`config.mk`:
```
export PLATFORM = sky130hd
export DESIGN_NAME = css_seq
export DESIGN_NICKNAME = d
export VERILOG_FILES = /design/src/css_pkg.sv /design/src/css_tb_if.sv /design/src/css_seq.sv /design/src/css_timebase.sv
export SDC_FILE = /design/constraint.sdc
export NUM_CORES = 1
export LEC_CHECK = 0
export ABC_AREA = 1
export BUFFER_PORTS_ARGS = -buffer_cell sky130_fd_sc_hd__buf_2
export CORE_MARGIN = 3
export CORE_UTILIZATION = 39
export DETAILED_ROUTE_END_ITERATION = 7
export PLACE_DENSITY = 0.65
export SYNTH_ARGS = -nofsm -noshare
export SYNTH_HDL_FRONTEND = slang
export SYNTH_SLANG_ARGS = --single-unit
```
`constraint.sdc`:
```
create_clock -name clk_i -period 28.5 [get_ports clk_i]
set_input_delay 5.7 -clock clk_i [delete_from_list [all_inputs] [get_ports clk_i]]
set_output_delay 5.7 -clock clk_i [all_outputs]
set_load 0.02 [all_outputs]
```
`src/css_pkg.sv`:
```
/*
  Shared constants for the converter start-up and soft-start sequencer:
  clock rate, timing counts, switching periods, jitter and charge codes.
  Assumes a single 50 MHz clock for every file that uses it.
*/
package css_pkg;

  // Clock
  localparam int unsigned CLK_HZ       = 50_000_000;

  // Soft-start: total time in ms and number of equal steps
  localparam int unsigned SS_TIME_MS   = 8;
  localparam int unsigned SS_STEPS     = 8;
  localparam int unsigned SS_STEP_CYC  =
    CLK_HZ / 1000 * SS_TIME_MS / SS_STEPS;
  // Limit step size of 50 mA is applied by the analog DAC
  localparam logic [3:0]  SS_FULL      = 4'h8;

  // Restart delay after a fault, in seconds
  localparam int unsigned RESTART_S    = 1;
  localparam int unsigned RESTART_CYC  = CLK_HZ * RESTART_S;

  // Wake debounce, in microseconds; wake needs strictly longer
  localparam int unsigned WAKE_DEB_US  = 20;
  localparam int unsigned WAKE_DEB_CYC = CLK_HZ / 1_000_000 * WAKE_DEB_US;

  // Timer width covers the longest count
  localparam int unsigned TMR_W        = 26;

  // Switching frequency options and periods in clock cycles
  localparam int unsigned FSW_LO_HZ    = 60_000;
  localparam int unsigned FSW_HI_HZ    = 120_000;
  localparam int unsigned PER_W        = 10;
  localparam logic [PER_W-1:0] PER_LO  = PER_W'(CLK_HZ / FSW_LO_HZ);
  localparam logic [PER_W-1:0] PER_HI  = PER_W'(CLK_HZ / FSW_HI_HZ);

  // Jitter: +-7 % swept in a triangle at 260 Hz over +-8 positions
  localparam int unsigned JIT_PCT      = 7;
  localparam int unsigned JIT_POS      = 8;
  localparam logic [PER_W-1:0] JIT_STEP_LO =
    PER_W'(CLK_HZ / FSW_LO_HZ * JIT_PCT / 100 / JIT_POS);
  localparam logic [PER_W-1:0] JIT_STEP_HI =
    PER_W'(CLK_HZ / FSW_HI_HZ * JIT_PCT / 100 / JIT_POS);
  localparam int unsigned MOD_HZ       = 260;
  localparam int unsigned MOD_TICK_CYC = CLK_HZ / MOD_HZ / (4 * JIT_POS);

  // Duty cycle ceiling, inside the 70..80 % window
  localparam int unsigned DUTY_MAX_PCT = 75;

  // Charge source current level codes (1, 3.2, 7.8 mA in the analog)
  localparam logic [1:0]  SRC_INITIAL  = 2'h0;
  localparam logic [1:0]  SRC_FAST     = 2'h1;
  localparam logic [1:0]  SRC_RECHARGE = 2'h2;

  // Supply sequencing states
  typedef enum logic [2:0] {
    ST_OFF     = 3'b000,
    ST_CHARGE  = 3'b001,
    ST_RUN     = 3'b010,
    ST_RESTART = 3'b011,
    ST_IDLE    = 3'b100
  } css_state_type;

endpackage : css_pkg

```
`src/css_tb_if.sv`:
```
/*
  Interface between the sequencer and its switching timebase.
  Assumes both ends run on the same clock and reset.
*/
`timescale 1ns/1ps
interface css_tb_if;
  logic enable;       // Timebase runs while set
  logic freq_hi;      // High-frequency option strap
  logic cycle_start;  // One-cycle pulse at each period start
  logic on_limit;     // One-cycle pulse at the duty ceiling

  modport tb  (input enable, input freq_hi,
               output cycle_start, output on_limit);
  modport ctl (output enable, output freq_hi,
               input cycle_start, input on_limit);
endinterface : css_tb_if

```
`src/css_seq.sv`:
```
/*
  Converter start-up supply sequencer, soft-start and gate control.
  Assumes comparator flags and strap inputs synchronous to clk_i.
*/
// Function
// - Enable charging source once drain comparator reports startup threshold.
// - Use initial low charge current while supply rail is near zero.
// - Switch to fast charge current once rail passes low threshold.
// - At start level begin operating, allow switching, disable source.
// - Self-supply: recharge at re-arm level until start level regained.
// - Recharge current only during the switch off interval.
// - Keep source off while external supply holds rail above re-arm.
// - Low drain at power-down: source off, stop below lockout level.
// - Soft-start raises peak limit from zero to full in eight steps.
// - Soft-start ramp lasts 8 ms with evenly spread steps.
// - Run soft-start at every start-up attempt and automatic restart.
// - Jitter switching frequency about seven percent at 260 Hz.
// - Nominal frequency selectable between 60 kHz and 120 kHz.
// - Leave zero-power idle only after wake held low over 20 us.
// - After fault wait restart delay, then restart with soft-start.
`timescale 1ns/1ps
module css_seq #(
  parameter int unsigned SS_STEP_CYC = css_pkg::SS_STEP_CYC,
  parameter int unsigned RESTART_CYC = css_pkg::RESTART_CYC
) (
  input  wire logic       clk_i,
  input  wire logic       nrst_i,
  input  wire logic       drain_ok_i,
  input  wire logic       vcc_above_low_i,
  input  wire logic       vcc_above_start_i,
  input  wire logic       vcc_above_rearm_i,
  input  wire logic       vcc_above_uvlo_i,
  input  wire logic       fault_i,
  input  wire logic       idle_req_i,
  input  wire logic       wake_low_i,
  input  wire logic       current_trip_i,
  input  wire logic       freq_hi_i,
  output logic            src_en_o,
  output logic [1:0]      src_level_o,
  output logic            gate_o,
  output logic [3:0]      ilim_step_o,
  output logic            run_o,
  output logic            idle_o
);

  css_pkg::css_state_type        state_reg, state_next;
  logic [css_pkg::TMR_W-1:0]     tmr_reg, tmr_next;
  logic [3:0]                    step_reg, step_next;
  logic                          rchg_reg, rchg_next;
  logic                          gate_reg, gate_next;
  logic                          src_reg, src_next;
  logic [1:0]                    lvl_reg, lvl_next;
  logic                          run_reg, run_next;
  logic                          idle_reg, idle_next;
  logic                          fhi_reg, fhi_next;

  css_tb_if tbi ();

  assign tbi.enable  = (state_reg == css_pkg::ST_RUN);
  assign tbi.freq_hi = fhi_reg;

  css_timebase u_timebase (
    .clk_i  (clk_i),
    .nrst_i (nrst_i),
    .tb     (tbi)
  );

  assign src_en_o    = src_reg;
  assign src_level_o = lvl_reg;
  assign gate_o      = gate_reg;
  assign ilim_step_o = step_reg;
  assign run_o       = run_reg;
  assign idle_o      = idle_reg;

  // Timer terminal count for a given length
  function automatic logic tmr_done(
    input logic [css_pkg::TMR_W-1:0] t,
    input int unsigned               len);
    return t >= css_pkg::TMR_W'(len - 1);
  endfunction : tmr_done

  // Sequencer next state; one timer serves each state in turn
  always_comb begin
    state_next = state_reg;
    tmr_next   = tmr_reg + 1'b1;
    step_next  = step_reg;
    rchg_next  = rchg_reg;
    gate_next  = gate_reg;
    src_next   = 1'b0;
    lvl_next   = lvl_reg;
    fhi_next   = fhi_reg;
    case (state_reg)
      css_pkg::ST_OFF: begin
        tmr_next  = '0;
        step_next = 4'h0;
        rchg_next = 1'b0;
        gate_next = 1'b0;
        // Option strap is caught while off, never at reset
        fhi_next  = freq_hi_i;
        if (drain_ok_i) begin
          state_next = css_pkg::ST_CHARGE;
        end
      end
      css_pkg::ST_CHARGE: begin
        tmr_next  = '0;
        step_next = 4'h0;
        gate_next = 1'b0;
        src_next  = drain_ok_i;
        lvl_next  = vcc_above_low_i ? css_pkg::SRC_FAST
                                    : css_pkg::SRC_INITIAL;
        if (vcc_above_start_i) begin
          state_next = css_pkg::ST_RUN;
          src_next   = 1'b0;
          rchg_next  = 1'b0;
        end else if (!drain_ok_i) begin
          state_next = css_pkg::ST_OFF;
        end
      end
      css_pkg::ST_RUN: begin
        if (tmr_done(tmr_reg, SS_STEP_CYC)) begin
          tmr_next = '0;
          if (step_reg != css_pkg::SS_FULL) begin
            step_next = step_reg + 4'h1;
          end
        end
        if (step_reg == css_pkg::SS_FULL) begin
          tmr_next = '0; // Hold timer once ramp is done
        end
        if (!vcc_above_rearm_i) begin
          rchg_next = 1'b1;
        end else if (vcc_above_start_i) begin
          rchg_next = 1'b0;
        end
        lvl_next = css_pkg::SRC_RECHARGE;
        if (tbi.on_limit || current_trip_i) begin
          gate_next = 1'b0;
        end else if (tbi.cycle_start && step_reg != 4'h0) begin
          gate_next = 1'b1;
        end
        // recharge only in off interval
        // Next gate value, so source and switch never overlap
        src_next = rchg_reg && !gate_next && drain_ok_i;
        if (!vcc_above_uvlo_i) begin
          state_next = css_pkg::ST_OFF;
          src_next   = 1'b0;
          gate_next  = 1'b0;
        end else if (fault_i) begin
          state_next = css_pkg::ST_RESTART;
          tmr_next   = '0;
          src_next   = 1'b0;
          gate_next  = 1'b0;
        end else if (idle_req_i) begin
          state_next = css_pkg::ST_IDLE;
          tmr_next   = '0;
          src_next   = 1'b0;
          gate_next  = 1'b0;
        end
      end
      css_pkg::ST_RESTART: begin
        gate_next = 1'b0;
        step_next = 4'h0;
        if (tmr_done(tmr_reg, RESTART_CYC)) begin
          state_next = css_pkg::ST_CHARGE;
          tmr_next   = '0;
        end
      end
      css_pkg::ST_IDLE: begin
        gate_next = 1'b0;
        step_next = 4'h0;
        // wake needs held low over debounce
        if (!wake_low_i) begin
          tmr_next = '0;
        end else if (tmr_reg >= css_pkg::TMR_W'(css_pkg::WAKE_DEB_CYC)) begin
          state_next = css_pkg::ST_CHARGE;
          tmr_next   = '0;
        end
      end
      default: begin
        state_next = css_pkg::ST_OFF;
        tmr_next   = '0;
        gate_next  = 1'b0;
      end
    endcase
    run_next  = (state_next == css_pkg::ST_RUN);
    idle_next = (state_next == css_pkg::ST_IDLE);
  end

  // Register sequencer state and outputs
  always_ff @(posedge clk_i) begin
    if (!nrst_i) begin
      state_reg <= css_pkg::ST_OFF;
      tmr_reg   <= '0;
      step_reg  <= 4'h0;
      rchg_reg  <= 1'b0;
      gate_reg  <= 1'b0;
      src_reg   <= 1'b0;
      lvl_reg   <= css_pkg::SRC_INITIAL;
      run_reg   <= 1'b0;
      idle_reg  <= 1'b0;
      fhi_reg   <= 1'b0;
    end else begin
      state_reg <= state_next;
      tmr_reg   <= tmr_next;
      step_reg  <= step_next;
      rchg_reg  <= rchg_next;
      gate_reg  <= gate_next;
      src_reg   <= src_next;
      lvl_reg   <= lvl_next;
      run_reg   <= run_next;
      idle_reg  <= idle_next;
      fhi_reg   <= fhi_next;
    end
  end

endmodule : css_seq

```
`src/css_timebase.sv`:
```
/*
  Jittered switching timebase with duty cycle ceiling.
  Assumes the 50 MHz clock and a synchronous active-low reset.
*/
`timescale 1ns/1ps
module css_timebase (
  input  wire logic clk_i,
  input  wire logic nrst_i,
  css_tb_if.tb      tb
);

  logic [css_pkg::PER_W-1:0] cnt_reg, cnt_next;
  logic [css_pkg::PER_W-1:0] per_reg, per_next;
  logic [css_pkg::PER_W-1:0] ceil_reg, ceil_next;
  logic signed [4:0]         pos_reg, pos_next;
  logic                      up_reg, up_next;
  logic [12:0]               mtk_reg, mtk_next;
  logic                      start_reg, start_next;
  logic                      lim_reg, lim_next;
  logic [css_pkg::PER_W-1:0] nom;
  logic [css_pkg::PER_W-1:0] stp;
  logic [css_pkg::PER_W-1:0] newp;
  logic [16:0]               prod;

  assign tb.cycle_start = start_reg;
  assign tb.on_limit    = lim_reg;

  // Period counter, jitter sweep and ceiling
  always_comb begin
    nom  = tb.freq_hi ? css_pkg::PER_HI : css_pkg::PER_LO;
    stp  = tb.freq_hi ? css_pkg::JIT_STEP_HI : css_pkg::JIT_STEP_LO;
    newp = PER_W_ADD(nom, stp, pos_reg);
    prod = 17'(newp) * 17'(css_pkg::DUTY_MAX_PCT);
    cnt_next   = cnt_reg + 1'b1;
    per_next   = per_reg;
    ceil_next  = ceil_reg;
    start_next = 1'b0;
    lim_next   = 1'b0;
    pos_next   = pos_reg;
    up_next    = up_reg;
    mtk_next   = mtk_reg + 1'b1;
    if (mtk_reg == 13'(css_pkg::MOD_TICK_CYC - 1)) begin
      mtk_next = 13'h0000;
      if (up_reg) begin
        pos_next = pos_reg + 5'sd1;
        up_next  = (pos_reg != 5'(css_pkg::JIT_POS - 1));
      end else begin
        pos_next = pos_reg - 5'sd1;
        up_next  = (pos_reg == -5'(css_pkg::JIT_POS - 1));
      end
    end
    if (cnt_reg >= per_reg - 1'b1) begin
      cnt_next   = '0;
      start_next = 1'b1;
      per_next   = newp;
      ceil_next  = PER_W_CUT(prod / 17'd100);
    end
    if (cnt_reg == ceil_reg) begin
      lim_next = 1'b1;
    end
    if (!tb.enable) begin
      cnt_next   = '0;
      per_next   = nom;
      ceil_next  = PER_W_CUT(17'(nom) * 17'(css_pkg::DUTY_MAX_PCT)
                             / 17'd100);
      start_next = 1'b0;
      lim_next   = 1'b0;
    end
  end

  // Register the timebase state
  always_ff @(posedge clk_i) begin
    if (!nrst_i) begin
      cnt_reg   <= '0;
      per_reg   <= css_pkg::PER_LO;
      ceil_reg  <= '0;
      pos_reg   <= 5'sd0;
      up_reg    <= 1'b1;
      mtk_reg   <= 13'h0000;
      start_reg <= 1'b0;
      lim_reg   <= 1'b0;
    end else begin
      cnt_reg   <= cnt_next;
      per_reg   <= per_next;
      ceil_reg  <= ceil_next;
      pos_reg   <= pos_next;
      up_reg    <= up_next;
      mtk_reg   <= mtk_next;
      start_reg <= start_next;
      lim_reg   <= lim_next;
    end
  end

  // Nominal period plus signed jitter offset
  function automatic logic [css_pkg::PER_W-1:0] PER_W_ADD(
    input logic [css_pkg::PER_W-1:0] n,
    input logic [css_pkg::PER_W-1:0] s,
    input logic signed [4:0]         p);
    logic signed [15:0] t;
    t = signed'(16'(n)) + signed'(16'(s)) * 16'(p);
    return t[css_pkg::PER_W-1:0];
  endfunction : PER_W_ADD

  // Trim a product down to period width
  function automatic logic [css_pkg::PER_W-1:0] PER_W_CUT(
    input logic [16:0] v);
    return v[css_pkg::PER_W-1:0];
  endfunction : PER_W_CUT

endmodule : css_timebase

```
# Word-level counts from Yosys, hierarchy flattened
# Index checks and enable logic that the tools add are counted.
# op_classes
n_eq_ne	15
order_cmp	4
n_reduce_logical	16
bitwise_logic	3
div_mod_pow	2
mul	3
add_sub_neg	8
n_mux	45
# ops
op	count
two-way mux 26 bit	8
one-hot mux 26 bit (3 select lines)	1
two-way mux 10 bit	5
divider 17 x 7 -> 17 bit (second input constant)	2
multiplier 10 x 7 -> 17 bit (second input constant)	2
two-way mux 3 bit	10
adder 26 x 1 -> 26 bit (second input constant)	1
greater-or-equal comparator 26 x 10 -> 1 bit (second input constant)	1
greater-or-equal comparator 26 x 16 -> 1 bit (second input constant)	1
greater-or-equal comparator 26 bit (second input constant)	1
one-hot mux 3 bit (5 select lines)	1
adder 13 x 1 -> 13 bit (second input constant)	1
equality test 13 bit (second input constant)	1
two-way mux 1 bit	13
adder 10 x 1 -> 10 bit (second input constant)	1
adder 10 bit	1
equality test 10 bit	1
greater-or-equal comparator 10 bit	1
subtractor 10 x 1 -> 10 bit (second input constant)	1
equality test 3 x 2 -> 1 bit (second input constant)	3
multiplier 4 x 5 -> 9 bit	1
two-way mux 4 bit	2
one-hot mux 4 bit (2 select lines)	1
equality test 3 bit (second input constant)	2
other kinds (27)	34
# totals
in_bits	12
output_inout_bits	10
elab_cells	114
reg_bits	92

# Logic depth before layout (Yosys ltp)
# depth
depth_word	12
ltp_mapped	88
mapped_depth_nobuf	88

# Cells and area by module
# Synthesis repeated with hierarchy kept, for this count alone.
# hier_totals
hier_cells	1340
area_unflattened_um2	8841.0
# modules_own_cells
module	area_each_um2	seq_area_each_um2	cells_per_inst	instances
css_timebase	6466.2	1021.0	971	1
css_seq	2374.8	820.8	369	1

# Worst setup path after synthesis
# No wires, ideal clock.
# synth_path
kind	register -> register
from	register fhi_reg
to	register u_timebase.ceil_reg[0] (netlist bit)
path_slack_ps	18093
setup_time_ps	119
synth_period_minus_slack_ps	10407
t_required_ps	28381
path_buffers	1
path_stages_with_launch	80
arrival_ps	10288
cell_sequence	dfxtp_1 clkbuf_1 inv_1 ha_1 ha_1 ha_1 ha_1 fa_1 nand3_1 and2_1 xor2_1 inv_1 ha_1 nand2_1 or4_1 nand2_1 nand2_1 nand2_1 (+44 left out) nand2_2 nand2_2 nor2_2 nand2_4 nand2_4 nand2_1 nand2_1 inv_1 o211ai_1 nand2_1 nor2_2 nand2_2 nand2_2 nand2_1 nand2_1 inv_1 nand3_1 a21oi_1
# synth_between
elab_chain_cells	7
elab_cells_between_ends	10
cone_classes	add/sub (1); mul (3); div (2); mux (4)
# synth_rtl
element	line_no	rtl
start, declared	css_seq.sv:55	logic fhi_reg, fhi_next;
start signal, assigned	css_seq.sv:211	fhi_reg <= fhi_next;
two-way mux 3 bit	css_timebase.sv:31	stp = tb.freq_hi ? css_pkg::JIT_STEP_HI : css_pkg::JIT_STEP_LO;
multiplier 4 x 5 -> 9 bit	css_timebase.sv:100	t = signed'(16'(n)) + signed'(16'(s)) * 16'(p);
adder 10 bit	css_timebase.sv:100	
multiplier 10 x 7 -> 17 bit	css_timebase.sv:33	prod = 17'(newp) * 17'(css_pkg::DUTY_MAX_PCT);
divider 17 x 7 -> 17 bit	css_timebase.sv:56	ceil_next = PER_W_CUT(prod / 17'd100);
two-way mux 10 bit	css_timebase.sv:52	if (cnt_reg >= per_reg - 1'b1) begin
two-way mux 10 bit *	css_timebase.sv:61	if (!tb.enable) begin
end signal, assigned	css_timebase.sv:85	ceil_reg <= ceil_next;
end, declared	css_timebase.sv:14	logic [css_pkg::PER_W-1:0] ceil_reg, ceil_next;
# Every way passes the cells marked *; elsewhere a longest branch is shown, timed or not. The select of a mux whose other input is x is not followed.
# A chain may end at the register's enable or synchronous reset.

# Worst setup path after layout
# Same ends and word-level chain as after synthesis.

==> results by group <==
Setup path
  • CP max stage cell: fa_1
  • CP required: 28750 ps
  • Worst Setup Path Type: reg -> reg
  • Max FO, Critical Path: 10
  • Startpoint type of the worst setup path: register
  • Crit end category: register
  • CP peak stage delay: roughly 560 ps
  • Crit-path most repeated cell: nand2_1
  • Worst reg2reg path depth: 74
  • CP Data Arrival Time: approximately 12000 ps

Global routing
  • Gr usage total: 16.5%
  • First-pass GRT wire length: 33500 microns
  • Vias in the first global route: between 7000 and 8000
  • Total grt overflow: 0
  • Initial antenna violation count: 0
  • Largest net degree at the start of global routing: 28

Synthesis
  • Main combinational cell family by area after synthesis: simple AND/OR/NAND/NOR gates
  • FFs w/ async S/R, synth: 0%
  • Synth Area in XOR/XNOR: about 6.0%
  • Number of synthesized flops with an enable pin: 0
  • Yosys warns: 0
  • Post-Synth Adder-Cell Area: between 10% and 20%
  • Top FF cell, synth: dfxtp_1
  • Netlist cell types: 49
  • Synth Area in Simple Gates: roughly a third
  • Yosys reg bits: 92
  • Synth Area in Compound Gates: 11.8%
  • Cells after Synth: 1256
  • Mapped Area: between 0.008 and 0.009 sq mm
  • Synth Area per Inst: 6.76 sq um
  • Mux contribution to synthesized area: 0%
  • Sequential area share after synthesis: a little over a fifth
  • Synthesized net count: 1365

Timing
  • Fin. Hold Viols: 0
  • Clk_skew: roughly 9.6 ps
  • Final min period: 11570 ps
  • RSZ-0062 raised after global routing: false
  • Endpoints failing setup: 0
  • Setup tns final: 0 ps
  • Final slew viol count: 0
  • Fin crit share: 40.6%
  • Maximum clock rate: 86.5 MHz
  • Worst relative slew slack: 24.2%
  • Worst-Margin Slew: 1130 ps

Finish
  • Commonest non-fill, non-tap cell in the layout: nand2_1
  • Largest register FFs: 26
  • ANT cells: 0
  • Most frequent cells in the layout: 248 x nand2_1, 184 x inv_1, 120 x nor2_1, 92 x dfxtp_1, 82 x ha_1
  • Share of post-route cells with drive strength above 1: 10.6%
  • Fillers: 2238
  • Nets: 1382
  • Area grow syn2layout: 8.11%

Clock network
  • CTS tree: yes
  • Clock latency on the worst-skew pair: 360 ps
  • Clock Path Buffers: 2
  • CTS Hold Buffers Added: 0
  • Clk root buf: clkbuf_16
  • Total setup buffers inserted after CTS: 0
  • H-tree levels: 3
  • Cts bufs inserted: 9
  • Reg clk slew, reported paths: 70 ps
  • CTS resizes: 0
  • Clock sinks: 92

Job
  • Maxcap violations: 0

Route
  • Routed WL: 18800 microns
  • Vias per cell: 4.96
  • DR pass1 iterations: 5
  • Routed WL per cell: 12.1 microns
  • DRC errors left: 0
  • Via count: 7707
  • Antenna-violating nets left: 0
  • First-iteration detailed-routing DRC count: around 390

Floorplanning
  • Die ar.: 0.0236 sq mm
  • I/O pin total: 22
  • FP Rows: 53
  • Die span in y: 154 microns
  • Initial Util: 40.0%
  • CORE AREA: 0.0212 sq mm
  • Die width: approximately 150 microns

Status
  • Outcome: completed

Worst hold path
  • HP Class: reg -> reg
  • Hold depth: 1

Place
  • Port buffer count: 21
  • Global placer's final weighted congestion: 0.886
  • HPWL after detailed placement: roughly 15000 microns
==> cell families (layout without fill, tap and decap cells) <==
group,Yosys count,count (layout)
compound gates,177,177
xor+xnor,58,58
fa+ha+maj,97,97
buf+inv,224,246
flops,92,92
other cells,1,1
simple gates,607,607
==> per-stage QoR <==
stage | instance area (sq um) | hold slack, ps | instances | util, % | worst slack, ps
2_1_floorplan | 8490 | 417 | 1256 | - | 18090
3_3_place_gp | 8880 | 428 | 1537 | 41.8 | 17280
3_5_place_dp | 8880 | 442 | 1537 | 41.8 | 16980
4_1_cts | 9170 | 456 | 1553 | 43.2 | 16900
5_1_grt | 9170 | 483 | 1553 | 43.2 | 15710
6_report | 9170 | 453 | 1553 | 43.2 | 16930
==> cell usage after synthesis, types with 15 or more instances <==
cell type    n  area, sq um
a21oi_1     66          330
clkbuf_1    15         56.3
dfxtp_1     92         1840
fa_1        15          300
ha_1        82         1030
inv_1      184          691
inv_2       23         86.3
nand2_1    248          931
nand2_2     26          163
nand3_1     76          380
nand4_1     28          175
nor2_1     120          450
nor3_1      42          210
o21ai_0     60          300
xnor2_1     21          184
xor2_1      37          324
==> critical path: cells and delay by family (launching register included) <==
| family | cells | cell delay [ps] |
|---|---|---|
| buffers and inverters | 7 | 550 |
| AOI/OAI and AO/OA | 5 | 700 |
| and+or+nand+nor | 50 | 5580 |
| xor gates and xnor gates | 1 | 150 |
| adders and majority gates | 11 | 3870 |
| DFF | 1 | 550 |
==> final cells by class <==
| class | instances | area (sq um) | share of cell area [%] |
|---|---|---|---|
| multi-input combinational | 940 | 5800 | 63.2 |
| inverter | 208 | 781 | 8.51 |
| clock buffer | 9 | 225 | 2.45 |
| tap | 275 | 344 | 3.75 |
| sequential | 92 | 1840 | 20.1 |
| clock inverter | 7 | 70.1 | 0.764 |
| timing repair buffer | 22 | 113 | 1.23 |
==> final timing paths <==
check / from / to / slack (ps)
min: tmr_reg[0] / tmr_reg[0] / 450
max reg2reg: fhi_reg / u_timebase.ceil_reg[0] / 16930
max: fhi_reg / u_timebase.ceil_reg[0] / 16930
min reg2reg: tmr_reg[0] / tmr_reg[0] / 450
==> per-layer routing <==
layer / vias to the layer above / global-route usage (%) / part of all wire [%]
li1: 4140 / - / -
met2: 95 / 26.2 / 43
met3: 16 / 1.75 / 3.1
met1: 3456 / 23.9 / 53
met4: 0 / 4.42 / 1.3
met5: - / 0 / 0
Power is left out: the tool's default activity adds up to more than one toggle a clock period on the data nets, which glitch-free logic cannot reach.
